--- config.mk ---
export PLATFORM = sky130hd
export DESIGN_NAME = rss_top
export DESIGN_NICKNAME = d
export VERILOG_FILES = /design/src/rss_pkg.sv /design/src/rss_top.sv
export VERILOG_INCLUDE_DIRS = /design/src
export SDC_FILE = /design/constraint.sdc
export NUM_CORES = 1
export LEC_CHECK = 0
export BUFFER_PORTS_ARGS = -buffer_cell sky130_fd_sc_hd__buf_2
export CAP_MARGIN = 20
export CORE_MARGIN = 2
export CORE_UTILIZATION = 52
export CTS_BUF_LIST = sky130_fd_sc_hd__clkbuf_8
export CTS_CLUSTER_DIAMETER = 80
export DETAILED_ROUTE_END_ITERATION = 16
export PLACE_DENSITY = 0.78
export SYNTH_ARGS = -nofsm -noshare
export SYNTH_HDL_FRONTEND = slang
export SYNTH_SLANG_ARGS = --single-unit
--- constraint.sdc ---
create_clock -name clk -period 2.35 [get_ports clk]
set_input_delay 0.47 -clock clk [delete_from_list [all_inputs] [get_ports clk]]
set_output_delay 0.47 -clock clk [all_outputs]
set_load 0.02 [all_outputs]
--- src/rss_cfg.svh ---
// Offsets, field positions, reset values and timing counts of the sequencer.
// Assumes a 100 MHz system clock and an AXI4-Lite register bus.
//
// Behaviour
// - A span holds at most eight regenerators; addresses fit that limit.
// - Regenerator is two halves, office-facing and terminal-facing, linked internally.
// - X regenerators give X+1 segments, each with its own start-up.
// - Terminal half: idle, remote start to hold A, no probing to wait-office.
// - With probing, terminal half returns to idle and waits office-tagged margins.
// - Office start: hold B; with office margins go check, flag set.
// - Regenerator-initiated start treated exactly as office-initiated start.
// - Entering wait-office or hold A sends caps notice and caps list.
// - Sent caps are own and peer caps intersected bitwise, and with probing caps too when probing is enabled.
// - Terminal half reuses mode received with office-up notice next session.
// - Terminal 4-minute timer expiry before active: idle, report link failure.
// - Either half fails to idle when handshake not done in 30 s.
// - Fallback flag plus failure in wait-office: terminal half starts session two.
// - With probing, office half enters session one once margins held.
// - Office half sends link-start notice entering wait-remote or hold B.
// - Forward margins only from office transceiver or flagged peer.
// - Office half sends office-up notice with its mode on active entry.
// - Clock mode 1 may signal active early; other modes after activation.
// - Office half advertises own caps intersected with received caps list.
// - Office 4-minute timer expiry before active: idle, report link failure.
// - Fallback flag plus failure in wait-remote: office half starts session two.
`ifndef RSS_CFG_SVH
`define RSS_CFG_SVH

`define RSS_MAX_REGEN     8
`define RSS_OFF_CTRL      32'h00000000
`define RSS_OFF_CAPS      32'h00000004
`define RSS_OFF_STATUS    32'h00000008
`define RSS_OFF_ADVCAPS   32'h0000000C
`define RSS_OFF_MODE      32'h00000010
`define RSS_CTRL_PROBE    0
`define RSS_CTRL_DIAG     1
`define RSS_CTRL_CMODE    2
`define RSS_CTRL_ADDR     4
`define RSS_CTRL_FBMODE   8
`define RSS_ST_TFAIL      12
`define RSS_ST_OFAIL      13
`define RSS_CTRL_RST      32'h00000000
`define RSS_CAPS_RST      32'hFFFFFFFF
`define RSS_CLK_NS        10
`define RSS_TICK_NS       1000000
`define RSS_TICK_CYCLES   (`RSS_TICK_NS / `RSS_CLK_NS)
`define RSS_LONG_MIN      4
`define RSS_LONG_TICKS    (`RSS_LONG_MIN * 60 * 1000)
`define RSS_HS_S          30
`define RSS_HS_TICKS      (`RSS_HS_S * 1000)

`endif

--- src/rss_pkg.sv ---
// Types shared by the regenerator start-up sequencer.
// Assumes rss_cfg.svh holds the numeric constants.
package rss_pkg;
	typedef enum logic [2:0] {
		T_INITIAL_IDLE   = 3'h0,
		T_HOLDA   = 3'h1,
		T_HOLDB   = 3'h2,
		T_CHECK   = 3'h3,
		T_WAITOFF = 3'h4,
		T_SESS2   = 3'h5,
		T_ACTIVE  = 3'h6
	} rss_term_state_type;

	typedef enum logic [2:0] {
		O_INITIAL_IDLE   = 3'h0,
		O_HOLDA   = 3'h1,
		O_HOLDB   = 3'h2,
		O_SESS1   = 3'h3,
		O_WAITREM = 3'h4,
		O_SESS2   = 3'h5,
		O_ACTIVE  = 3'h6
	} rss_office_state_type;

	typedef enum logic [1:0] {
		CM_1  = 2'h0,
		CM_2  = 2'h1,
		CM_3A = 2'h2,
		CM_3B = 2'h3
	} rss_clk_mode_type;
endpackage

--- src/rss_top.sv ---
// Start-up sequencer for both halves of one signal regenerator.
// Assumes handshake engines give one-cycle event pulses, levels otherwise.
//
// Design decisions made here: the register offsets and register access over AXI4-Lite.
`timescale 1ns/1ps
`include "rss_cfg.svh"

module rss_top #(
	parameter int CAP_W       = 16,
	parameter int MODE_W      = 8,
	parameter int MARGIN_W    = 8,
	parameter int TICK_CYCLES = `RSS_TICK_CYCLES,
	parameter int LONG_TICKS  = `RSS_LONG_TICKS,
	parameter int HS_TICKS    = `RSS_HS_TICKS
)(
	input  wire logic                             clk,
	input  wire logic                             reset_n,
	input  wire logic [31:0]                      awaddr,
	input  wire logic                             awvalid,
	output logic                                  awready,
	input  wire logic [31:0]                      wdata,
	input  wire logic [3:0]                       wstrb,
	input  wire logic                             wvalid,
	output logic                                  wready,
	output logic [1:0]                            bresp,
	output logic                                  bvalid,
	input  wire logic                             bready,
	input  wire logic [31:0]                      araddr,
	input  wire logic                             arvalid,
	output logic                                  arready,
	output logic [31:0]                           rdata,
	output logic [1:0]                            rresp,
	output logic                                  rvalid,
	input  wire logic                             rready,
	input  wire logic                             tRemoteInit,
	input  wire logic                             tOfficeInit,
	input  wire logic [CAP_W-1:0]                 tPeerCaps,
	input  wire logic [CAP_W-1:0]                 tProbeCaps,
	input  wire logic                             tSessOk,
	input  wire logic                             tActDone,
	input  wire logic                             tHsFail,
	input  wire logic                             oOfficeInit,
	input  wire logic                             oMarginValid,
	input  wire logic [MARGIN_W-1:0]              oMargin,
	input  wire logic                             oPeerIsOffice,
	input  wire logic                             oPeerMarginFlag,
	input  wire logic [MODE_W-1:0]                oMode,
	input  wire logic                             oSessOk,
	input  wire logic                             oActStart,
	input  wire logic                             oActDone,
	input  wire logic                             oHsFail,
	output rss_pkg::rss_term_state_type           tState,
	output rss_pkg::rss_office_state_type         oState,
	output logic [CAP_W-1:0]                      tAdvCaps,
	output logic                                  officeMarginFlag,
	output logic [MARGIN_W-1:0]                   tMargin,
	output logic [MODE_W-1:0]                     tModeSel,
	output logic                                  tStartHs,
	output logic [CAP_W-1:0]                      oAdvCaps,
	output logic                                  oStartHs,
	output logic                                  capsReadyNote,
	output logic                                  linkStartNote,
	output logic                                  officeUpNote,
	output logic                                  tFailNote,
	output logic                                  oFailNote
);
	import rss_pkg::*;

	localparam int PW = $clog2(TICK_CYCLES + 1);
	localparam int LW = $clog2(LONG_TICKS + 1);
	localparam int HW = $clog2(HS_TICKS + 1);
	localparam int AW = $clog2(`RSS_MAX_REGEN);

	////////////////////////////////////////////////////////////////////////
	// AXI4-Lite slave
	logic        awHeld_r, awHeld_nxt, wHeld_r, wHeld_nxt, doWrite, wrMapped;
	logic [31:0] awAddr_r, awAddr_nxt, wData_r, wData_nxt, rdMux;
	logic [3:0]  wStrb_r, wStrb_nxt;
	logic        awready_nxt, wready_nxt, bvalid_nxt, arready_nxt, rvalid_nxt;
	logic [1:0]  bresp_nxt, rresp_nxt;
	logic [31:0] rdata_nxt;
	logic        rdMapped;

	assign doWrite  = awHeld_r && wHeld_r && !bvalid;
	assign wrMapped = awAddr_r == `RSS_OFF_CTRL || awAddr_r == `RSS_OFF_CAPS ||
		awAddr_r == `RSS_OFF_STATUS || awAddr_r == `RSS_OFF_ADVCAPS ||
		awAddr_r == `RSS_OFF_MODE;

	always_comb begin
		awHeld_nxt = awHeld_r;
		awAddr_nxt = awAddr_r;
		wHeld_nxt  = wHeld_r;
		wData_nxt  = wData_r;
		wStrb_nxt  = wStrb_r;
		bvalid_nxt = bvalid;
		bresp_nxt  = bresp;
		rvalid_nxt = rvalid;
		rdata_nxt  = rdata;
		rresp_nxt  = rresp;
		if (awvalid && awready) begin
			awHeld_nxt = 1'b1;
			awAddr_nxt = {awaddr[31:2], 2'h0};
		end
		if (wvalid && wready) begin
			wHeld_nxt = 1'b1;
			wData_nxt = wdata;
			wStrb_nxt = wstrb;
		end
		if (bvalid && bready)
			bvalid_nxt = 1'b0;
		if (doWrite) begin
			bvalid_nxt = 1'b1;
			bresp_nxt  = wrMapped ? 2'h0 : 2'h2;
			awHeld_nxt = 1'b0;
			wHeld_nxt  = 1'b0;
		end
		if (rvalid && rready)
			rvalid_nxt = 1'b0;
		if (arvalid && arready) begin
			rvalid_nxt = 1'b1;
			rdata_nxt  = rdMux;
			rresp_nxt  = rdMapped ? 2'h0 : 2'h2;
		end
		awready_nxt = !awHeld_nxt && !bvalid_nxt;
		wready_nxt  = !wHeld_nxt && !bvalid_nxt;
		arready_nxt = !rvalid_nxt;
	end

	always_ff @(posedge clk or negedge reset_n) begin
		if (!reset_n) begin
			awHeld_r <= 1'b0;
			awAddr_r <= 32'h00000000;
			wHeld_r  <= 1'b0;
			wData_r  <= 32'h00000000;
			wStrb_r  <= 4'h0;
			awready  <= 1'b0;
			wready   <= 1'b0;
			bvalid   <= 1'b0;
			bresp    <= 2'h0;
			arready  <= 1'b0;
			rvalid   <= 1'b0;
			rdata    <= 32'h00000000;
			rresp    <= 2'h0;
		end else begin
			awHeld_r <= awHeld_nxt;
			awAddr_r <= awAddr_nxt;
			wHeld_r  <= wHeld_nxt;
			wData_r  <= wData_nxt;
			wStrb_r  <= wStrb_nxt;
			awready  <= awready_nxt;
			wready   <= wready_nxt;
			bvalid   <= bvalid_nxt;
			bresp    <= bresp_nxt;
			arready  <= arready_nxt;
			rvalid   <= rvalid_nxt;
			rdata    <= rdata_nxt;
			rresp    <= rresp_nxt;
		end
	end

	////////////////////////////////////////////////////////////////////////
	// Configuration and sticky failure status
	logic [31:0] ctrl_r, ctrl_nxt, caps_r, caps_nxt, wMask;
	logic        tFailSt_r, tFailSt_nxt, oFailSt_r, oFailSt_nxt;
	logic        probeEn, diagEn;
	logic [1:0]  clkMode;
	logic [AW-1:0] regenAddr;
	logic [MODE_W-1:0] fbMode;
	logic [MODE_W-1:0] oModeSel_r, officeMode_r;

	assign probeEn   = ctrl_r[`RSS_CTRL_PROBE];
	assign diagEn    = ctrl_r[`RSS_CTRL_DIAG];
	assign clkMode   = ctrl_r[`RSS_CTRL_CMODE +: 2];
	assign regenAddr = ctrl_r[`RSS_CTRL_ADDR +: AW];
	assign fbMode    = ctrl_r[`RSS_CTRL_FBMODE +: MODE_W];
	assign wMask = {{8{wStrb_r[3]}}, {8{wStrb_r[2]}},
		{8{wStrb_r[1]}}, {8{wStrb_r[0]}}};

	always_comb begin
		ctrl_nxt    = ctrl_r;
		caps_nxt    = caps_r;
		tFailSt_nxt = tFailSt_r;
		oFailSt_nxt = oFailSt_r;
		if (doWrite && awAddr_r == `RSS_OFF_CTRL)
			ctrl_nxt = (ctrl_r & ~wMask) | (wData_r & wMask);
		else if (doWrite && awAddr_r == `RSS_OFF_CAPS)
			caps_nxt = (caps_r & ~wMask) | (wData_r & wMask);
		else if (doWrite && awAddr_r == `RSS_OFF_STATUS) begin
			if (wStrb_r[1] && wData_r[`RSS_ST_TFAIL])
				tFailSt_nxt = 1'b0;
			if (wStrb_r[1] && wData_r[`RSS_ST_OFAIL])
				oFailSt_nxt = 1'b0;
		end
		// A failure in the clearing cycle is kept
		if (tFailNote)
			tFailSt_nxt = 1'b1;
		if (oFailNote)
			oFailSt_nxt = 1'b1;
	end

	always_ff @(posedge clk or negedge reset_n) begin
		if (!reset_n) begin
			ctrl_r    <= `RSS_CTRL_RST;
			caps_r    <= `RSS_CAPS_RST;
			tFailSt_r <= 1'b0;
			oFailSt_r <= 1'b0;
		end else begin
			ctrl_r    <= ctrl_nxt;
			caps_r    <= caps_nxt;
			tFailSt_r <= tFailSt_nxt;
			oFailSt_r <= oFailSt_nxt;
		end
	end

	always_comb begin
		rdMux    = 32'h00000000;
		rdMapped = 1'b1;
		if (araddr[31:2] == `RSS_OFF_CTRL >> 2)
			rdMux = {ctrl_r[31:8], ctrl_r[7:4] & 4'(2**AW - 1), ctrl_r[3:0]};
		else if (araddr[31:2] == `RSS_OFF_CAPS >> 2)
			rdMux = caps_r;
		else if (araddr[31:2] == `RSS_OFF_STATUS >> 2)
			rdMux = {18'h0, oFailSt_r, tFailSt_r, 3'h0, officeMarginFlag,
				1'b0, oState, 1'b0, tState};
		else if (araddr[31:2] == `RSS_OFF_ADVCAPS >> 2)
			rdMux = {16'(oAdvCaps), 16'(tAdvCaps)};
		else if (araddr[31:2] == `RSS_OFF_MODE >> 2)
			rdMux = {16'h0, 8'(officeMode_r), 8'(tModeSel)};
		else
			rdMapped = 1'b0;
	end

	////////////////////////////////////////////////////////////////////////
	// Prescaler and per-half timers, 0 terminal side, 1 office side
	logic [PW-1:0] pre_r, pre_nxt;
	logic          tick_r, tick_nxt;
	logic [1:0]    longClr, hsClr, longExp, hsExp;

	always_comb begin
		pre_nxt  = pre_r + 1'b1;
		tick_nxt = 1'b0;
		if (pre_r == PW'(TICK_CYCLES - 1)) begin
			pre_nxt  = '0;
			tick_nxt = 1'b1;
		end
	end

	always_ff @(posedge clk or negedge reset_n) begin
		if (!reset_n) begin
			pre_r  <= '0;
			tick_r <= 1'b0;
		end else begin
			pre_r  <= pre_nxt;
			tick_r <= tick_nxt;
		end
	end

	// Each half owns its segment, so timers never share state
	for (genvar g = 0; g < 2; g++) begin : gTmr
		logic [LW-1:0] longCnt_r, longCnt_nxt;
		logic [HW-1:0] hsCnt_r, hsCnt_nxt;
		always_comb begin
			longCnt_nxt = longCnt_r;
			hsCnt_nxt   = hsCnt_r;
			if (longClr[g])
				longCnt_nxt = '0;
			else if (tick_r && !longExp[g])
				longCnt_nxt = longCnt_r + 1'b1;
			if (hsClr[g])
				hsCnt_nxt = '0;
			else if (tick_r && !hsExp[g])
				hsCnt_nxt = hsCnt_r + 1'b1;
		end
		always_ff @(posedge clk or negedge reset_n) begin
			if (!reset_n) begin
				longCnt_r <= '0;
				hsCnt_r   <= '0;
			end else begin
				longCnt_r <= longCnt_nxt;
				hsCnt_r   <= hsCnt_nxt;
			end
		end
		assign longExp[g] = longCnt_r == LW'(LONG_TICKS);
		assign hsExp[g]   = hsCnt_r == HW'(HS_TICKS);
	end

	////////////////////////////////////////////////////////////////////////
	// Internal link and both half state machines
	rss_term_state_type   tState_nxt;
	rss_office_state_type oState_nxt;
	logic [CAP_W-1:0]     tAdv_nxt, capsList_r, capsList_nxt, oAdv_nxt;
	logic [MODE_W-1:0]    tMode_nxt, oModeSel_nxt, officeMode_nxt;
	logic [MARGIN_W-1:0]  tMargin_nxt;
	logic tFlag_nxt, tStart_nxt, oStart_nxt, capsNote_nxt, linkNote_nxt;
	logic upNote_nxt, tFail_nxt, oFail_nxt, held_r, held_nxt, tSess, oSess;
	logic upOk;

	assign tSess = tState inside {T_HOLDA, T_HOLDB, T_CHECK, T_SESS2};
	assign oSess = oState inside {O_HOLDA, O_HOLDB, O_SESS1, O_SESS2};
	assign upOk  = clkMode == CM_1 ? (oActStart || oActDone) : oActDone;
	assign longClr = {oState == O_INITIAL_IDLE || oState == O_ACTIVE,
		tState == T_INITIAL_IDLE || tState == T_ACTIVE};
	assign hsClr = {!oSess || oState_nxt != oState,
		!tSess || tState_nxt != tState};

	always_comb begin
		tState_nxt   = tState;
		tAdv_nxt     = tAdvCaps;
		tFlag_nxt    = officeMarginFlag;
		tMode_nxt    = tModeSel;
		tStart_nxt   = 1'b0;
		capsNote_nxt = 1'b0;
		tFail_nxt    = 1'b0;
		capsList_nxt = capsList_r;
		case (tState)
		T_INITIAL_IDLE: begin
			tFlag_nxt = 1'b0;
			if (tRemoteInit)
				tState_nxt = T_HOLDA;
			else if (tOfficeInit)
				tState_nxt = T_HOLDB;
			else if (probeEn && held_r) begin
				tState_nxt = T_HOLDB;
				tStart_nxt = 1'b1;
			end
		end
		T_HOLDA:
			if (tSessOk)
				tState_nxt = probeEn ? T_INITIAL_IDLE : T_WAITOFF;
		T_HOLDB:
			if (held_r) begin
				tState_nxt = T_CHECK;
				tFlag_nxt  = 1'b1;
			end else if (tSessOk)
				tState_nxt = T_CHECK;
		T_CHECK:
			if (tSessOk)
				tState_nxt = T_WAITOFF;
		T_WAITOFF:
			if (officeUpNote) begin
				tState_nxt = T_SESS2;
				tMode_nxt  = officeMode_r;
				tStart_nxt = 1'b1;
			end else if (oFailNote && diagEn) begin
				tState_nxt = T_SESS2;
				tMode_nxt  = fbMode;
				tStart_nxt = 1'b1;
			end
		T_SESS2:
			if (tActDone)
				tState_nxt = T_ACTIVE;
		T_ACTIVE:
			if (tHsFail)
				tState_nxt = T_INITIAL_IDLE;
		default:
			tState_nxt = T_INITIAL_IDLE;
		endcase
		if (tState != T_INITIAL_IDLE && tState != T_ACTIVE &&
			(longExp[0] || tHsFail || (tSess && hsExp[0]))) begin
			tState_nxt = T_INITIAL_IDLE;
			tFail_nxt  = 1'b1;
			tStart_nxt = 1'b0;
		end
		if (tState_nxt != tState &&
			(tState_nxt == T_HOLDA || tState_nxt == T_WAITOFF)) begin
			capsNote_nxt = 1'b1;
			capsList_nxt = caps_r[CAP_W-1:0] & tPeerCaps &
				(probeEn ? tProbeCaps : {CAP_W{1'b1}});
			tAdv_nxt     = capsList_nxt;
		end
	end

	always_comb begin
		oState_nxt     = oState;
		oAdv_nxt       = oAdvCaps;
		oModeSel_nxt   = oSessOk ? oMode : oModeSel_r;
		officeMode_nxt = officeMode_r;
		oStart_nxt     = 1'b0;
		linkNote_nxt   = 1'b0;
		upNote_nxt     = 1'b0;
		oFail_nxt      = 1'b0;
		held_nxt       = held_r;
		tMargin_nxt    = tMargin;
		if (capsReadyNote)
			oAdv_nxt = caps_r[16 +: CAP_W] & capsList_r;
		case (oState)
		O_INITIAL_IDLE:
			if (capsReadyNote)
				oState_nxt = O_HOLDA;
			else if (oOfficeInit)
				oState_nxt = O_HOLDB;
		O_HOLDA:
			if (probeEn && held_r)
				oState_nxt = O_SESS1;
			else if (!probeEn && oSessOk)
				oState_nxt = O_WAITREM;
		O_HOLDB:
			if (oSessOk)
				oState_nxt = O_SESS2;
		O_SESS1:
			if (oSessOk)
				oState_nxt = O_WAITREM;
		O_WAITREM:
			if (oOfficeInit)
				oState_nxt = O_SESS2;
			else if (tFailNote && diagEn) begin
				oState_nxt = O_SESS2;
				oStart_nxt = 1'b1;
			end
		O_SESS2:
			if (upOk) begin
				oState_nxt     = O_ACTIVE;
				upNote_nxt     = 1'b1;
				officeMode_nxt = oModeSel_nxt;
			end
		O_ACTIVE:
			if (oHsFail)
				oState_nxt = O_INITIAL_IDLE;
		default:
			oState_nxt = O_INITIAL_IDLE;
		endcase
		if (oState != O_INITIAL_IDLE && oState != O_ACTIVE &&
			(longExp[1] || oHsFail || (oSess && hsExp[1]))) begin
			oState_nxt = O_INITIAL_IDLE;
			oFail_nxt  = 1'b1;
			oStart_nxt = 1'b0;
			upNote_nxt = 1'b0;
		end
		if (oState_nxt != oState &&
			(oState_nxt == O_WAITREM || oState_nxt == O_HOLDB))
			linkNote_nxt = 1'b1;
		// Stale margins must not restart a failed span
		if (tFail_nxt || oFail_nxt)
			held_nxt = 1'b0;
		if (oMarginValid && (oPeerIsOffice || oPeerMarginFlag)) begin
			held_nxt    = 1'b1;
			tMargin_nxt = oMargin;
		end
	end

	always_ff @(posedge clk or negedge reset_n) begin
		if (!reset_n) begin
			tState           <= T_INITIAL_IDLE;
			oState           <= O_INITIAL_IDLE;
			tAdvCaps         <= '0;
			oAdvCaps         <= '0;
			capsList_r       <= '0;
			officeMarginFlag <= 1'b0;
			tModeSel         <= '0;
			oModeSel_r       <= '0;
			officeMode_r     <= '0;
			tMargin          <= '0;
			held_r           <= 1'b0;
			tStartHs         <= 1'b0;
			oStartHs         <= 1'b0;
			capsReadyNote    <= 1'b0;
			linkStartNote    <= 1'b0;
			officeUpNote     <= 1'b0;
			tFailNote        <= 1'b0;
			oFailNote        <= 1'b0;
		end else begin
			tState           <= tState_nxt;
			oState           <= oState_nxt;
			tAdvCaps         <= tAdv_nxt;
			oAdvCaps         <= oAdv_nxt;
			capsList_r       <= capsList_nxt;
			officeMarginFlag <= tFlag_nxt;
			tModeSel         <= tMode_nxt;
			oModeSel_r       <= oModeSel_nxt;
			officeMode_r     <= officeMode_nxt;
			tMargin          <= tMargin_nxt;
			held_r           <= held_nxt;
			tStartHs         <= tStart_nxt;
			oStartHs         <= oStart_nxt;
			capsReadyNote    <= capsNote_nxt;
			linkStartNote    <= linkNote_nxt;
			officeUpNote     <= upNote_nxt;
			tFailNote        <= tFail_nxt;
			oFailNote        <= oFail_nxt;
		end
	end
endmodule

## Word level (Yosys, flattened, before mapping)

Cells that the tools add are included.

| operators by class | value |
|---|---|
| multiplexer cells | 93 |
| $add $sub $neg | 5 |
| bitwise gates (word level) | 10 |
| reduce and logical (&&, ||, !) cells | 86 |
| equal/unequal tests | 38 |

Operator list:

| kind | count |
|---|---|
| 32-bit 2-to-1 mux | 4 |
| 30-bit by 2-bit equality test with 1-bit output, second input constant | 4 |
| 32-bit bitwise AND | 3 |
| 18-bit 2-to-1 mux | 4 |
| 3-bit 2-to-1 mux | 24 |
| 32-bit bitwise OR | 2 |
| 30-bit by 1-bit equality test with 1-bit output, second input constant | 2 |
| 30-bit by 3-bit equality test with 1-bit output, second input constant | 2 |
| 15-bit 2-to-1 mux | 4 |
| 16-bit bitwise AND | 3 |
| 1-bit 2-to-1 mux | 45 |
| 3-bit one-hot mux with 7 select lines | 2 |
| 18-bit by 1-bit adder with 18-bit output, second input constant | 2 |
| 18-bit equality test, second input constant | 2 |
| 32-bit logical NOT | 1 |
| 16-bit 2-to-1 mux | 2 |
| 32-bit NOT | 1 |
| 1-bit logical AND | 31 |
| 15-bit by 1-bit adder with 15-bit output, second input constant | 2 |
| 15-bit equality test, second input constant | 2 |
| 30-bit logical NOT | 1 |
| 3-bit equality test, second input constant | 8 |
| 8-bit 2-to-1 mux | 3 |
| 2-bit nonzero test | 11 |
| 19 further kinds | 67 |

| storage, ports and cells | value |
|---|---|
| logic and storage cells | 272 |
| register bits | 338 |
| input port bits | 168 |
| output and inout bits | 103 |

## Logic depth before layout (Yosys ltp)

Gate-level depths: netlist of the first run.

| logic depth | value |
|---|---|
| word-level depth | 10 |
| mapped depth | 11 |
| gate-level depth less buffers | 9 |

## Worst setup path before layout of the first run

No wires, ideal clock.

| timing path | value |
|---|---|
| path kind | register to register |
| start point | register gTmr[0].longCnt_r[0] |
| end point | register capsList_r[10] |
| slack | -128 ps |
| data arrival time | 2350 ps |
| required time | 2222 ps |
| period minus slack after synthesis | 2478 ps |
| setup time | 128 ps |
| path buffers | 2 |
| cell stages (with the launch flop) | 12 |
| cell sequence | dfrtp_1 > inv_1 > ha_1 > nand4bb_1 > nor4_2 > a21oi_1 > maj3_2 > a211oi_4 > nor4b_1 > buf_4 > buf_6 > mux2i_1 |

| on the way | value |
|---|---|
| longest elaborated chain between the ends | 8 |
| elaborated cells between the ends (all ways) | 10 |
| those cells by class | eq/ne: 4; mux: 1; reduce/logical: 5 |

RTL lines:

| what | line | source |
|---|---|---|
| start: declaration | rss_top.sv:260 | `logic [LW-1:0] longCnt_r, longCnt_nxt;` |
| start signal: assignment | rss_top.sv:279 | `longCnt_r <= longCnt_nxt;` |
| 18-bit equality test * | rss_top.sv:283 | `assign longExp[g] = longCnt_r == LW'(LONG_TICKS);` |
| 1-bit logical OR * (2 in a row) | rss_top.sv:359 | `(longExp[0] \|\| tHsFail \|\| (tSess && hsExp[0]))) begin` |
| 1-bit logical AND * | rss_top.sv:358 | `if (tState != T_INITIAL_IDLE && tState != T_ACTIVE &&` |
| 3-bit 2-to-1 mux * | rss_top.sv:358 |  |
| 3-bit by 1-bit equality test with 1-bit output or 3-bit equality test (tied branches) | rss_top.sv:365 | `(tState_nxt == T_HOLDA \|\| tState_nxt == T_WAITOFF)) begin` |
| 1-bit logical OR | rss_top.sv:365 |  |
| 1-bit logical AND * | rss_top.sv:364 | `if (tState_nxt != tState &&` |
| end signal: assignment | rss_top.sv:466 | `capsList_r <= capsList_nxt;` |
| end: declaration | rss_top.sv:291 | `logic [CAP_W-1:0] tAdv_nxt, capsList_r, capsList_nxt, oAdv_nxt;` |

Every way passes the cells marked *; elsewhere a longest branch is shown, timed or not.
A chain may end at the register's enable or synchronous reset.

## Final worst setup path of the first run

| timing path | value |
|---|---|
| start point | register gTmr[0].hsCnt_r[0] |
| end point | register capsList_r[2] |

| on the way | value |
|---|---|
| longest elaborated chain between the ends | 8 |
| elaborated cells between the ends (all ways) | 10 |
| those cells by class | eq/ne: 4; mux: 1; reduce/logical: 5 |

RTL lines:

| what | line | source |
|---|---|---|
| start: declaration | rss_top.sv:261 | `logic [HW-1:0] hsCnt_r, hsCnt_nxt;` |
| start signal: assignment | rss_top.sv:280 | `hsCnt_r <= hsCnt_nxt;` |
| 15-bit equality test * | rss_top.sv:284 | `assign hsExp[g] = hsCnt_r == HW'(HS_TICKS);` |
| 1-bit logical AND * | rss_top.sv:359 |  |
| 1-bit logical OR * | rss_top.sv:359 |  |
| 1-bit logical AND * | rss_top.sv:358 |  |
| 3-bit 2-to-1 mux * | rss_top.sv:358 |  |
| 3-bit by 1-bit equality test with 1-bit output or 3-bit equality test (tied branches) | rss_top.sv:365 |  |
| 1-bit logical OR | rss_top.sv:365 |  |
| 1-bit logical AND * | rss_top.sv:364 |  |

Marked as above.

==> load_flow_metrics.sql, run 1 <==
INSERT INTO impl_metrics (metric_group, metric, value, unit) VALUES
('place', 'dp_wirelength', '28500', 'µm'),
('setup_path', 'cp.arrival', '2940', 'ps'),
('job', 'cap_viol_max_count', '0', ''),
('logic_synthesis', 'synth.avg_cell_area', '11.2', 'µm²'),
('logic_synthesis', 'synth_seq_area_share', '56.0', '%'),
('cts', 'cts_inserted_buffers', '54', ''),
('place', 'placedInstanceArea', '17400', 'µm²'),
('logic_synthesis', 'dominantRegCellSynth', 'sky130_fd_sc_hd__dfrtp_1', ''),
('setup_path', 'crit_required', '2850', 'ps'),
('global_route', 'grt_pass1_wl', '63900', 'µm'),
('cts', 'clock_latency_at_the_later_pin_of_the_worst_skew_pair', '590', 'ps'),
('floorplanning', 'design.core.area', '28600', 'µm²'),
('sta', 'postLayoutSetupSlackWorst', '-90.0', 'ps'),
('floorplanning', 'die_y', '174', 'µm'),
('logic_synthesis', 'proportion_of_netlist_area_held_by_the_largest_area_contributor', '50.4', '%'),
('cells_and_area', 'synthToLayoutAreaGrowth', '26.5', '%'),
('global_route', 'maximum_number_of_pins_on_one_net_before_global_route_repair', '58', ''),
('sta', 'slew-limit-headroom', '63.3', '%'),
('power_and_ir_drop', 'leakagePower', '0.00889', 'µW'),
('setup_path', 'largest_driver_fanout_on_the_critical_path', '5', ''),
('floorplanning', 'top_level_ports', '271', ''),
('cells_and_area', 'layout.cells.most_common_list', '302 x sky130_fd_sc_hd__dfrtp_1, 263 x sky130_fd_sc_hd__buf_2, 130 x sky130_fd_sc_hd__mux2_2', ''),
('setup_path', 'worst_path_max_delay_cell', 'sky130_fd_sc_hd__dfrtp_1', ''),
('global_route', 'track_usage', '26.5', '%'),
('setup_path', 'critical_path_depth', '11', ''),
('sta', 'setup_viol', '31', ''),
('cells_and_area', 'layout-drive-gt1-share', '37.9', '%'),
('route', 'wl', '40300', 'µm'),
('logic_synthesis', 'yosys.area.top_type', 'sky130_fd_sc_hd__dfrtp_1', ''),
('power_and_ir_drop', 'cellPowerDensity', '879', 'nW/µm²'),
('floorplanning', 'die-area', '30300', 'µm²'),
('route', 'drtPass1Iterations', '5', ''),
('route', 'initialDrtViolationCount', '943', ''),
('setup_path', 'timing.critical_path.cells', 'inv_2 -> ha_4 -> nor4bb_4 -> nand4_1 -> or3_4 -> and2_4 -> o21ai_2 -> nor4b_4 -> buf_6 -> buf_12 -> mux2i_1', ''),
('power_and_ir_drop', 'vdd_ir_drop_max', '0.644', 'mV'),
('setup_path', 'timing.critical_path.buf_inv', '3', ''),
('sta', 'period_share', '104', '%'),
('place', 'gpl.final_weighted_congestion', '0.889', ''),
('setup_path', 'critical_r2r_capture', 'capsList_r[2]$_DFFE_PN0P_', ''),
('worst_hold_path', 'holdCritPathClass', 'in2reg', ''),
('setup_path', 'critical_path.endpoint', 'capsList_r[2]$_DFFE_PN0P_', ''),
('floorplanning', 'num_rows', '62', ''),
('setup_path', 'reg2reg_from', 'gTmr[0].hsCnt_r[0]$_DFFE_PN0P_', ''),
('route', 'postRouteAntennaNets', '0', ''),
('route', 'remaining_drc_errors', '0', ''),
('cts', 'clock_tree_from_tritoncts', 'built', ''),
('logic_synthesis', 'synth-edff-count', '0', ''),
('sta', 'finalHoldWorstSlack', '95.7', 'ps'),
('setup_path', 'critPathLaunch', 'gTmr[0].hsCnt_r[0]$_DFFE_PN0P_', ''),
('power_and_ir_drop', 'part_of_the_power_in_the_clock_network', '31.5', '%'),
('sta', 'slew_viol_final', '0', ''),
('power_and_ir_drop', 'p_int', '11500', 'µW'),
('cells_and_area', 'nets', '1868', ''),
('setup_path', 'critical_path.startpoint_type', 'flop', ''),
('setup_path', 'timing.reg2reg.worst_path_depth', '11', ''),
('run_status', 'run_status', 'finished with violations', ''),
('route', 'vias', '11900', ''),
('power_and_ir_drop', 'sw_frac_of_total', '31.3', '%'),
('logic_synthesis', 'netlist_instances', '1337', ''),
('logic_synthesis', 'synth.yosys.warnings', '0', ''),
('cts', 'cts_num_sinks', '335', ''),
('place', 'io_buffers', '264', ''),
('global_route', 'grt_pass1_vias', '12100', ''),
('sta', 'final_hold_viols', '0', ''),
('setup_path', 'worstSetupPathType', 'reg2reg', ''),
('sta', 'fmax', '410', 'MHz'),
('logic_synthesis', 'post_synth_num_cell_types', '64', ''),
('run_status', 'failed_checks', 'setup timing', ''),
('logic_synthesis', 'synthesis.area', '15000', 'µm²'),
('setup_path', 'endpoint_kind', 'flop', ''),
('power_and_ir_drop', 'pwr-share-seq', '45.1', '%');
==> worst min-delay path by stage <==
| stage | start | to | slack (ps) | cells after the start |
|---|---|---|---|---|
| 2_1_floorplan | reset_n | asynchronous set/reset pin | 170 | 0 |
| 3_3_place_gp | reset_n | awAddr_r[25]$_DFFE_PN0P_ | 410 | 1 |
| 3_5_place_dp | reset_n | awAddr_r[28]$_DFFE_PN0P_ | 410 | 1 |
| 4_1_cts | bready | bvalid$_DFF_PN0_ | 50 | 2 |
| 5_1_grt | bready | bvalid$_DFF_PN0_ | 80 | 2 |
| 6_report | bready | bvalid$_DFF_PN0_ | 100 | 2 |
==> kinds of logic after synthesis <==
| logic type | count (synthesis) | synth area share [%] |
|---|---|---|
| AOI/OAI and AO/OA | 207 | 8.66 |
| and+or+nand+nor | 398 | 12.7 |
| adders and majority gates | 10 | 0.824 |
| buffers and inverters | 118 | 3.09 |
| other | 1 | 0.0249 |
| xor gates and xnor gates | 71 | 4.13 |
| DFF | 335 | 56.0 |
| muxes | 197 | 14.5 |
==> power by group through the flow <==
stage | sequential [µW] | clock, µW | combinational (µW)
floorplan | 7420 | 0 | 2130
global placement | 7460 | 0 | 3450
detailed placement | 7520 | 0 | 3550
CTS | 7450 | 5370 | 3880
global route | 7640 | 5610 | 4220
finish | 7540 | 5270 | 3920
==> routing by layer <==
metal | vias to the layer above | wire [µm] | GRT usage [%] | share of wire (%)
li1 | 5431 | - | - | -
met1 | 5903 | 16400 | 34.3 | 41
met2 | 476 | 19300 | 42.9 | 48
met3 | 110 | 2870 | 5.60 | 7.1
met4 | 0 | 1750 | 12.2 | 4.3
met5 | - | 0 | 0 | 0
==> metrics by stage <==
stage               instances  utilization (%)  power [µW]  setup TNS, ps
finish                   2126             66.5       16700          -1060
floorplan                1338                -        9550           -101
global route             2126             66.5       17500          -4620
CTS                      2120             65.5       16700           -585
detailed placement       2005             60.7       11100          -3430
global placement         2005             60.7       10900          -2550
==> Yosys cell counts, types with 32 or more instances <==
cell type	instances
sky130_fd_sc_hd__dfrtp_1	303
sky130_fd_sc_hd__mux2_2	130
sky130_fd_sc_hd__nor2_1	115
sky130_fd_sc_hd__nand2_1	111
sky130_fd_sc_hd__inv_1	61
sky130_fd_sc_hd__nand3_1	51
sky130_fd_sc_hd__clkbuf_1	42
sky130_fd_sc_hd__xor2_1	42
sky130_fd_sc_hd__mux2_1	40
sky130_fd_sc_hd__a21oi_1	39
sky130_fd_sc_hd__o21ai_0	37
sky130_fd_sc_hd__o21ai_1	37
sky130_fd_sc_hd__dfstp_2	32
==> timing repair <==
item / in CTS / in global routing
pin swaps: 3 / 21
endpoints found under the setup margin: 78 / 123
hold buffers: 1 / 0
cloned: 2 / 1
endpoints found under the hold margin: 39 / 0
gates resized for setup: 16 / 63
buffers inserted: 12 / 2
==> layout make-up <==
cell class | instances | area (µm²)
Timing Repair Buffer | 352 | 2160
Inverter | 63 | 236
Multi-Input combinational cell | 885 | 6560
Tap cell | 384 | 480
Fill cell | 2154 | 9590
Clock buffer | 69 | 950
Antenna cell | 7 | 17.5
Clock inverter | 31 | 210
Sequential cell | 335 | 8420
No activity file was read; power rests on OpenSTA's default activity.
==> run 2: changes to the inputs <==
--- a/config.mk
+++ b/config.mk
@@ -6,7 +6,7 @@
 export SDC_FILE = /design/constraint.sdc
 export NUM_CORES = 1
 export LEC_CHECK = 0
-export BUFFER_PORTS_ARGS = -buffer_cell sky130_fd_sc_hd__buf_2
+export BUFFER_PORTS_ARGS = -buffer_cell sky130_fd_sc_hd__clkbuf_2
 export CAP_MARGIN = 20
 export CORE_MARGIN = 2
 export CORE_UTILIZATION = 52
==> load_flow_metrics.sql, run 2 (synthesis gave the netlist of run 1 again) <==
INSERT INTO impl_metrics (metric_group, metric, value, unit) VALUES
('worst_hold_path', 'holdCritPathClass', 'in2reg', ''),
('route', 'initialDrtViolationCount', '871', ''),
('route', 'highest-signal-layer', 'met5', ''),
('floorplanning', 'dieWidth', '174', 'µm'),
('place', 'dpl_worst_slack', '-160', 'ps'),
('cells_and_area', 'synthToLayoutAreaGrowth', '25.4', '%'),
('floorplanning', 'die-area', '30300', 'µm²'),
('setup_path', 'r2r_slack', '-50', 'ps'),
('sta', 'worst_clock_skew', '48.5', 'ps'),
('setup_path', 'timing.critical_path.buf_inv', '4', ''),
('route', 'wl', '40600', 'µm'),
('sta', 'slew-limit-headroom', '58.9', '%'),
('cts', 'cts_num_sinks', '335', ''),
('worst_hold_path', 'holdPathEnd', 'rvalid$_DFF_PN0_', ''),
('cts', 'cts_max_path_buffers', '3', ''),
('route', 'detailroute.wirelength.met3', '3110', 'µm'),
('place', 'dp_wirelength', '29100', 'µm'),
('setup_path', 'timing.reg2reg.worst_path_depth', '11', ''),
('route', 'remaining_drc_errors', '0', ''),
('cts', 'cts.htree.levels', '2', ''),
('sta', 'timing.final.crit_period', '2400', 'ps'),
('floorplanning', 'top_level_ports', '271', ''),
('sta', 'slew_viol_final', '0', ''),
('setup_path', 'crit_required', '2850', 'ps'),
('setup_path', 'reg2reg_from', 'gTmr[0].longCnt_r[1]$_DFFE_PN0P_', ''),
('route', 'avgRoutedWirePerCell', '19.1', 'µm'),
('worst_hold_path', 'min_delay_path_depth', '2', ''),
('global_route', 'grt_ovf', '0', ''),
('setup_path', 'critical_path.max_stage_delay', '400', 'ps'),
('place', 'numPlacedInstances', '2018', ''),
('sta', 'postLayoutSetupSlackWorst', '-46.7', 'ps'),
('job', 'cap_viol_max_count', '0', ''),
('route', 'wl_met1', '16300', 'µm'),
('setup_path', 'timing.critical_path.cells', 'inv_2 -> ha_1 -> nand4bb_1 -> nor4_4 -> a21oi_2 -> maj3_2 -> a211oi_4 -> nor4b_4 -> buf_6 -> clkbuf_16 -> buf_4', ''),
('setup_path', 'cp.arrival', '2890', 'ps'),
('global_route', 'maximum_number_of_pins_on_one_net_before_global_route_repair', '70', ''),
('power_and_ir_drop', 'total_power', '16300', 'µW'),
('setup_path', 'worst_path_max_delay_cell', 'sky130_fd_sc_hd__dfrtp_1', ''),
('setup_path', 'critical_path_depth', '11', ''),
('setup_path', 'worstSetupPathType', 'reg2reg', ''),
('run_status', 'failed_checks', 'setup timing', ''),
('setup_path', 'crit_family', 'buffers and inverters', ''),
('place', 'placedInstanceArea', '17500', 'µm²'),
('setup_path', 'critical_r2r_capture', 'capsReadyNote$_DFF_PN0_', ''),
('floorplanning', 'initial_core_utilization', '52.5', '%'),
('floorplanning', 'design.core.area', '28600', 'µm²'),
('sta', 'fmax', '417', 'MHz'),
('sta', 'grt_setup_unrepaired', 'true', ''),
('global_route', 'grt_pass1_vias', '12100', ''),
('floorplanning', 'num_rows', '62', ''),
('sta', 'finalHoldWorstSlack', '77.0', 'ps'),
('run_status', 'run_status', 'finished with violations', ''),
('cells_and_area', 'nets', '1876', ''),
('cells_and_area', 'mostFrequentLayoutCell', 'sky130_fd_sc_hd__dfrtp_1', ''),
('route', 'postRouteAntennaNets', '0', ''),
('setup_path', 'largest_driver_fanout_on_the_critical_path', '8', ''),
('setup_path', 'endpoint_kind', 'flop', ''),
('sta', 'setup_viol', '15', ''),
('place', 'gpl.final_weighted_congestion', '0.907', ''),
('worst_hold_path', 'hold_start', 'rready', ''),
('cts', 'cts_inserted_buffers', '53', ''),
('power_and_ir_drop', 'leakagePower', '0.00885', 'µW'),
('global_route', 'number_of_antenna_violations_at_the_first_check_in_global_routing', '2', ''),
('sta', 'tightestPinTransition', '611', 'ps'),
('sta', 'period_share', '102', '%'),
('cells_and_area', 'layout.cells.most_common_list', '302 x sky130_fd_sc_hd__dfrtp_1, 263 x sky130_fd_sc_hd__clkbuf_2, 131 x sky130_fd_sc_hd__mux2_2', ''),
('place', 'io_buffers', '264', ''),
('route', 'vias_per_cell', '5.64', ''),
('global_route', 'track_usage', '26.7', '%'),
('cells_and_area', 'layout.cell_area.non_filler', '18900', 'µm²'),
('cts', 'clock_tree_from_tritoncts', 'built', ''),
('cells_and_area', 'layout-drive-gt1-share', '37.2', '%'),
('route', 'vias', '12000', ''),
('cts', 'clock_latency_at_the_later_pin_of_the_worst_skew_pair', '620', 'ps'),
('cells_and_area', 'fin_cells', '2129', ''),
('sta', 'final_hold_viols', '0', ''),
('power_and_ir_drop', 'cellPowerDensity', '865', 'nW/µm²'),
('route', 'drtPass1Iterations', '7', ''),
('cts', 'clock-root-buffer', 'sky130_fd_sc_hd__clkbuf_8', ''),
('global_route', 'grt_pass1_wl', '64100', 'µm'),
('cts', 'path_clk_slew', '60', 'ps'),
('floorplanning', 'die_y', '174', 'µm'),
('route', 'route.met2.wl', '19100', 'µm'),
('power_and_ir_drop', 'vdd_ir_drop_max', '0.662', 'mV'),
('setup_path', 'critical_path.startpoint_type', 'flop', '');
-- run 2: worst max-delay path by stage --
stage / startpoint / to / slack, ps
final: gTmr[0].longCnt_r[1]$_DFFE_PN0P_ / capsReadyNote$_DFF_PN0_ / -50
after global routing: gTmr[0].longCnt_r[1]$_DFFE_PN0P_ / capsList_r[10]$_DFFE_PN0P_ / -130
after CTS: gTmr[0].hsCnt_r[0]$_DFFE_PN0P_ / capsList_r[2]$_DFFE_PN0P_ / -60
after detailed placement: awAddr_r[9]$_DFFE_PN0P_ / flop / -160
after global placement: oOfficeInit / linkStartNote$_DFF_PN0_ / -140
after floorplan: gTmr[0].hsCnt_r[0]$_DFFE_PN0P_ / capsList_r[10]$_DFFE_PN0P_ / -10
-- run 2: routing by layer --
metal | vias up | global-route usage (%)
li1 | 5443 | -
met4 | 2 | 13.8
met5 | - | 0
met1 | 5909 | 34.4
met3 | 131 | 5.66
met2 | 519 | 42.9
-- run 2: layout make-up --
cell class | count | area [µm²]
Antenna cell | 1 | 2.50
Clock buffer | 68 | 936
Clock inverter | 32 | 140
Fill cell | 2145 | 9770
Inverter | 63 | 236
Multi-Input combinational cell | 886 | 6420
Sequential cell | 335 | 8420
Tap cell | 384 | 480
Timing Repair Buffer | 360 | 2210
-- run 2: what timing repair did --
item / CTS / global route
resized for setup: 9 / 38
endpoints found under the hold margin: 42 / 0
endpoints found under the setup margin: 59 / 123
setup buffers: 2 / 7
cloned: 0 / 3
hold buffers: 1 / 0
pin swaps: 3 / 9
-- run 2: metrics by stage --
| stage | util [%] | TNS, ps |
|---|---|---|
| 2_1_floorplan | - | -101 |
| 4_1_cts | 65.1 | -534 |
| 5_1_grt | 65.9 | -2280 |
| 3_5_place_dp | 61.1 | -4780 |
| 3_3_place_gp | 61.1 | -2380 |
| 6_report | 65.9 | -349 |
-- run 2: power breakdown --
group,internal (µW),switching [µW]
combinational,1870,1990
sequential,6660,877
clock,2600,2310
==> run 3: changes to the inputs <==
--- a/config.mk
+++ b/config.mk
@@ -14,6 +14,7 @@
 export CTS_CLUSTER_DIAMETER = 80
 export DETAILED_ROUTE_END_ITERATION = 16
 export PLACE_DENSITY = 0.78
+export REMOVE_ABC_BUFFERS = 1
 export SYNTH_ARGS = -nofsm -noshare
 export SYNTH_HDL_FRONTEND = slang
 export SYNTH_SLANG_ARGS = --single-unit
==> load_flow_metrics.sql, run 3 (synthesis gave the netlist of run 1 again) <==
INSERT INTO impl_metrics (metric_group, metric, value, unit) VALUES
('setup_path', 'worst_path_max_delay_cell', 'sky130_fd_sc_hd__dfrtp_1', ''),
('global_route', 'grt_ovf', '0', ''),
('setup_path', 'largest_driver_fanout_on_the_critical_path', '5', ''),
('setup_path', 'crit_required', '2870', 'ps'),
('global_route', 'grt_pass1_vias', '12100', ''),
('sta', 'slew_viol_final', '0', ''),
('floorplanning', 'design.core.area', '28600', 'µm²'),
('route', 'vias', '11900', ''),
('route', 'drtPass1Iterations', '5', ''),
('sta', 'timing.final.crit_period', '2450', 'ps'),
('cts', 'cts_max_path_buffers', '3', ''),
('global_route', 'track_usage', '26.2', '%'),
('global_route', 'grt_util_met3', '6.78', '%'),
('sta', 'finalHoldWorstSlack', '80.5', 'ps'),
('cells_and_area', 'mostFrequentLayoutCell', 'sky130_fd_sc_hd__dfrtp_1', ''),
('place', 'gpl.final_weighted_congestion', '0.889', ''),
('run_status', 'failed_checks', 'setup timing', ''),
('power_and_ir_drop', 'total_power', '16900', 'µW'),
('cts', 'cts_inserted_buffers', '56', ''),
('cts', 'cts_num_sinks', '335', ''),
('floorplanning', 'initial_core_utilization', '52.5', '%'),
('run_status', 'run_status', 'finished with violations', ''),
('setup_path', 'critical_path.startpoint_type', 'flop', ''),
('setup_path', 'critical_path.max_stage_delay', '400', 'ps'),
('place', 'dp_wirelength', '28400', 'µm'),
('sta', 'tightestPinTransition', '552', 'ps'),
('worst_hold_path', 'hold_start', 'wdata[25]', ''),
('global_route', 'grt_pass1_wl', '63500', 'µm'),
('worst_hold_path', 'holdCritPathClass', 'in2reg', ''),
('cells_and_area', 'synthToLayoutAreaGrowth', '26.7', '%'),
('setup_path', 'cp.arrival', '2970', 'ps'),
('sta', 'fmax', '407', 'MHz'),
('place', 'dpl_worst_slack', '-225', 'ps'),
('sta', 'setup_viol', '32', ''),
('sta', 'postLayoutSetupSlackWorst', '-105', 'ps'),
('job', 'cap_viol_max_count', '0', ''),
('setup_path', 'r2r_slack', '-100', 'ps'),
('setup_path', 'timing.critical_path.buf_inv', '3', ''),
('cts', 'clock_latency_at_the_later_pin_of_the_worst_skew_pair', '620', 'ps'),
('setup_path', 'crit_family', 'simple AND/OR/NAND/NOR gates', ''),
('floorplanning', 'top_level_ports', '271', ''),
('global_route', 'number_of_antenna_violations_at_the_first_check_in_global_routing', '4', ''),
('sta', 'grt_setup_unrepaired', 'true', ''),
('floorplanning', 'num_rows', '62', ''),
('cells_and_area', 'layout.cells.most_common_list', '302 x sky130_fd_sc_hd__dfrtp_1, 263 x sky130_fd_sc_hd__clkbuf_2, 130 x sky130_fd_sc_hd__mux2_2', ''),
('cts', 'clock-root-buffer', 'sky130_fd_sc_hd__clkbuf_8', ''),
('route', 'postRouteAntennaNets', '0', ''),
('route', 'remaining_drc_errors', '0', ''),
('sta', 'slew-limit-headroom', '63.1', '%'),
('route', 'vias_per_cell', '5.57', ''),
('route', 'initialDrtViolationCount', '875', ''),
('sta', 'period_share', '104', '%'),
('cts', 'path_clk_slew', '60', 'ps'),
('cts', 'clock_tree_from_tritoncts', 'built', ''),
('global_route', 'busiest_layer', 'met2', ''),
('floorplanning', 'die_y', '174', 'µm'),
('route', 'avgRoutedWirePerCell', '18.7', 'µm'),
('floorplanning', 'dieWidth', '174', 'µm'),
('setup_path', 'timing.critical_path.cells', 'inv_2 -> ha_4 -> nor4bb_2 -> nand4_1 -> or3_4 -> and2_4 -> o21ai_2 -> nor4b_4 -> buf_6 -> buf_12 -> mux2i_1', ''),
('global_route', 'maximum_number_of_pins_on_one_net_before_global_route_repair', '68', ''),
('global_route', 'grt.met1_usage', '32.9', '%'),
('power_and_ir_drop', 'leakagePower', '0.00886', 'µW'),
('place', 'io_buffers', '264', ''),
('power_and_ir_drop', 'cellPowerDensity', '886', 'nW/µm²'),
('setup_path', 'critPathLaunch', 'gTmr[0].hsCnt_r[0]$_DFFE_PN0P_', ''),
('sta', 'final_hold_viols', '0', ''),
('route', 'wl', '39900', 'µm'),
('cts', 'cts.htree.levels', '2', ''),
('global_route', 'grt.met2_usage', '43.9', '%'),
('sta', 'worst_clock_skew', '47.7', 'ps'),
('cells_and_area', 'layout-drive-gt1-share', '37.7', '%'),
('setup_path', 'worstSetupPathType', 'reg2reg', ''),
('setup_path', 'reg2reg_from', 'gTmr[0].hsCnt_r[0]$_DFFE_PN0P_', ''),
('power_and_ir_drop', 'vdd_ir_drop_max', '0.521', 'mV'),
('floorplanning', 'die-area', '30300', 'µm²'),
('setup_path', 'endpoint_kind', 'flop', ''),
('cells_and_area', 'nets', '1877', '');
## run 3: final timing paths
| check | end | cells past startpoint |
|---|---|---|
| max reg2reg | capsList_r[1]$_DFFE_PN0P_ | 11 |
| max in group asynchronous | asynchronous set/reset pin | 3 |
| min | wData_r[25]$_DFFE_PN0P_ | 2 |
| max | capsList_r[1]$_DFFE_PN0P_ | 11 |
| min reg2reg | awready$_DFF_PN0_ | 1 |
| min in group asynchronous | asynchronous set/reset pin | 2 |
## run 3: routing by layer
metal / up-vias / wire, µm
li1: 5441 / -
met1: 5849 / 15800
met2: 473 / 19600
met3: 122 / 3010
met4: 4 / 1460
met5: - / 28
## run 3: power breakdown
group	internal [µW]	total [µW]	switching, µW
clock	2930	5290	2370
combinational	1950	4110	2160
sequential	6660	7480	816
## run 3: repair_timing
| item | 4_1_cts | 5_1_grt |
|---|---|---|
| buffers inserted | 7 | 4 |
| resized for setup | 13 | 57 |
| setup endpoints to repair | 81 | 121 |
| pin swaps | 11 | 21 |
| hold buffers | 1 | 0 |
| hold endpoints to repair | 50 | 0 |
| cloned | 2 | 2 |
## run 3: metrics by stage
step                instances  instance area, µm²  util, %  setup TNS [ps]
finish                   2133               19100     66.6           -1880
global route             2131               19100     66.6           -5520
CTS                      2126               18800     65.6            -660
detailed placement       2011               17400     60.8           -6030
global placement         2011               17400     60.8           -4500
floorplan                1283               14800        -          -75810
## run 3: area by class of cell
| cell class | instances | area, µm² |
|---|---|---|
| multi-input cells | 886 | 6450 |
| well taps | 384 | 480 |
| fillers | 2160 | 9570 |
| diodes | 2 | 5.00 |
| inverters | 63 | 236 |
| flip-flops and latches | 335 | 8420 |
| clock buffers | 67 | 922 |
| clock inverters | 38 | 251 |
| repair buffers | 358 | 2280 |
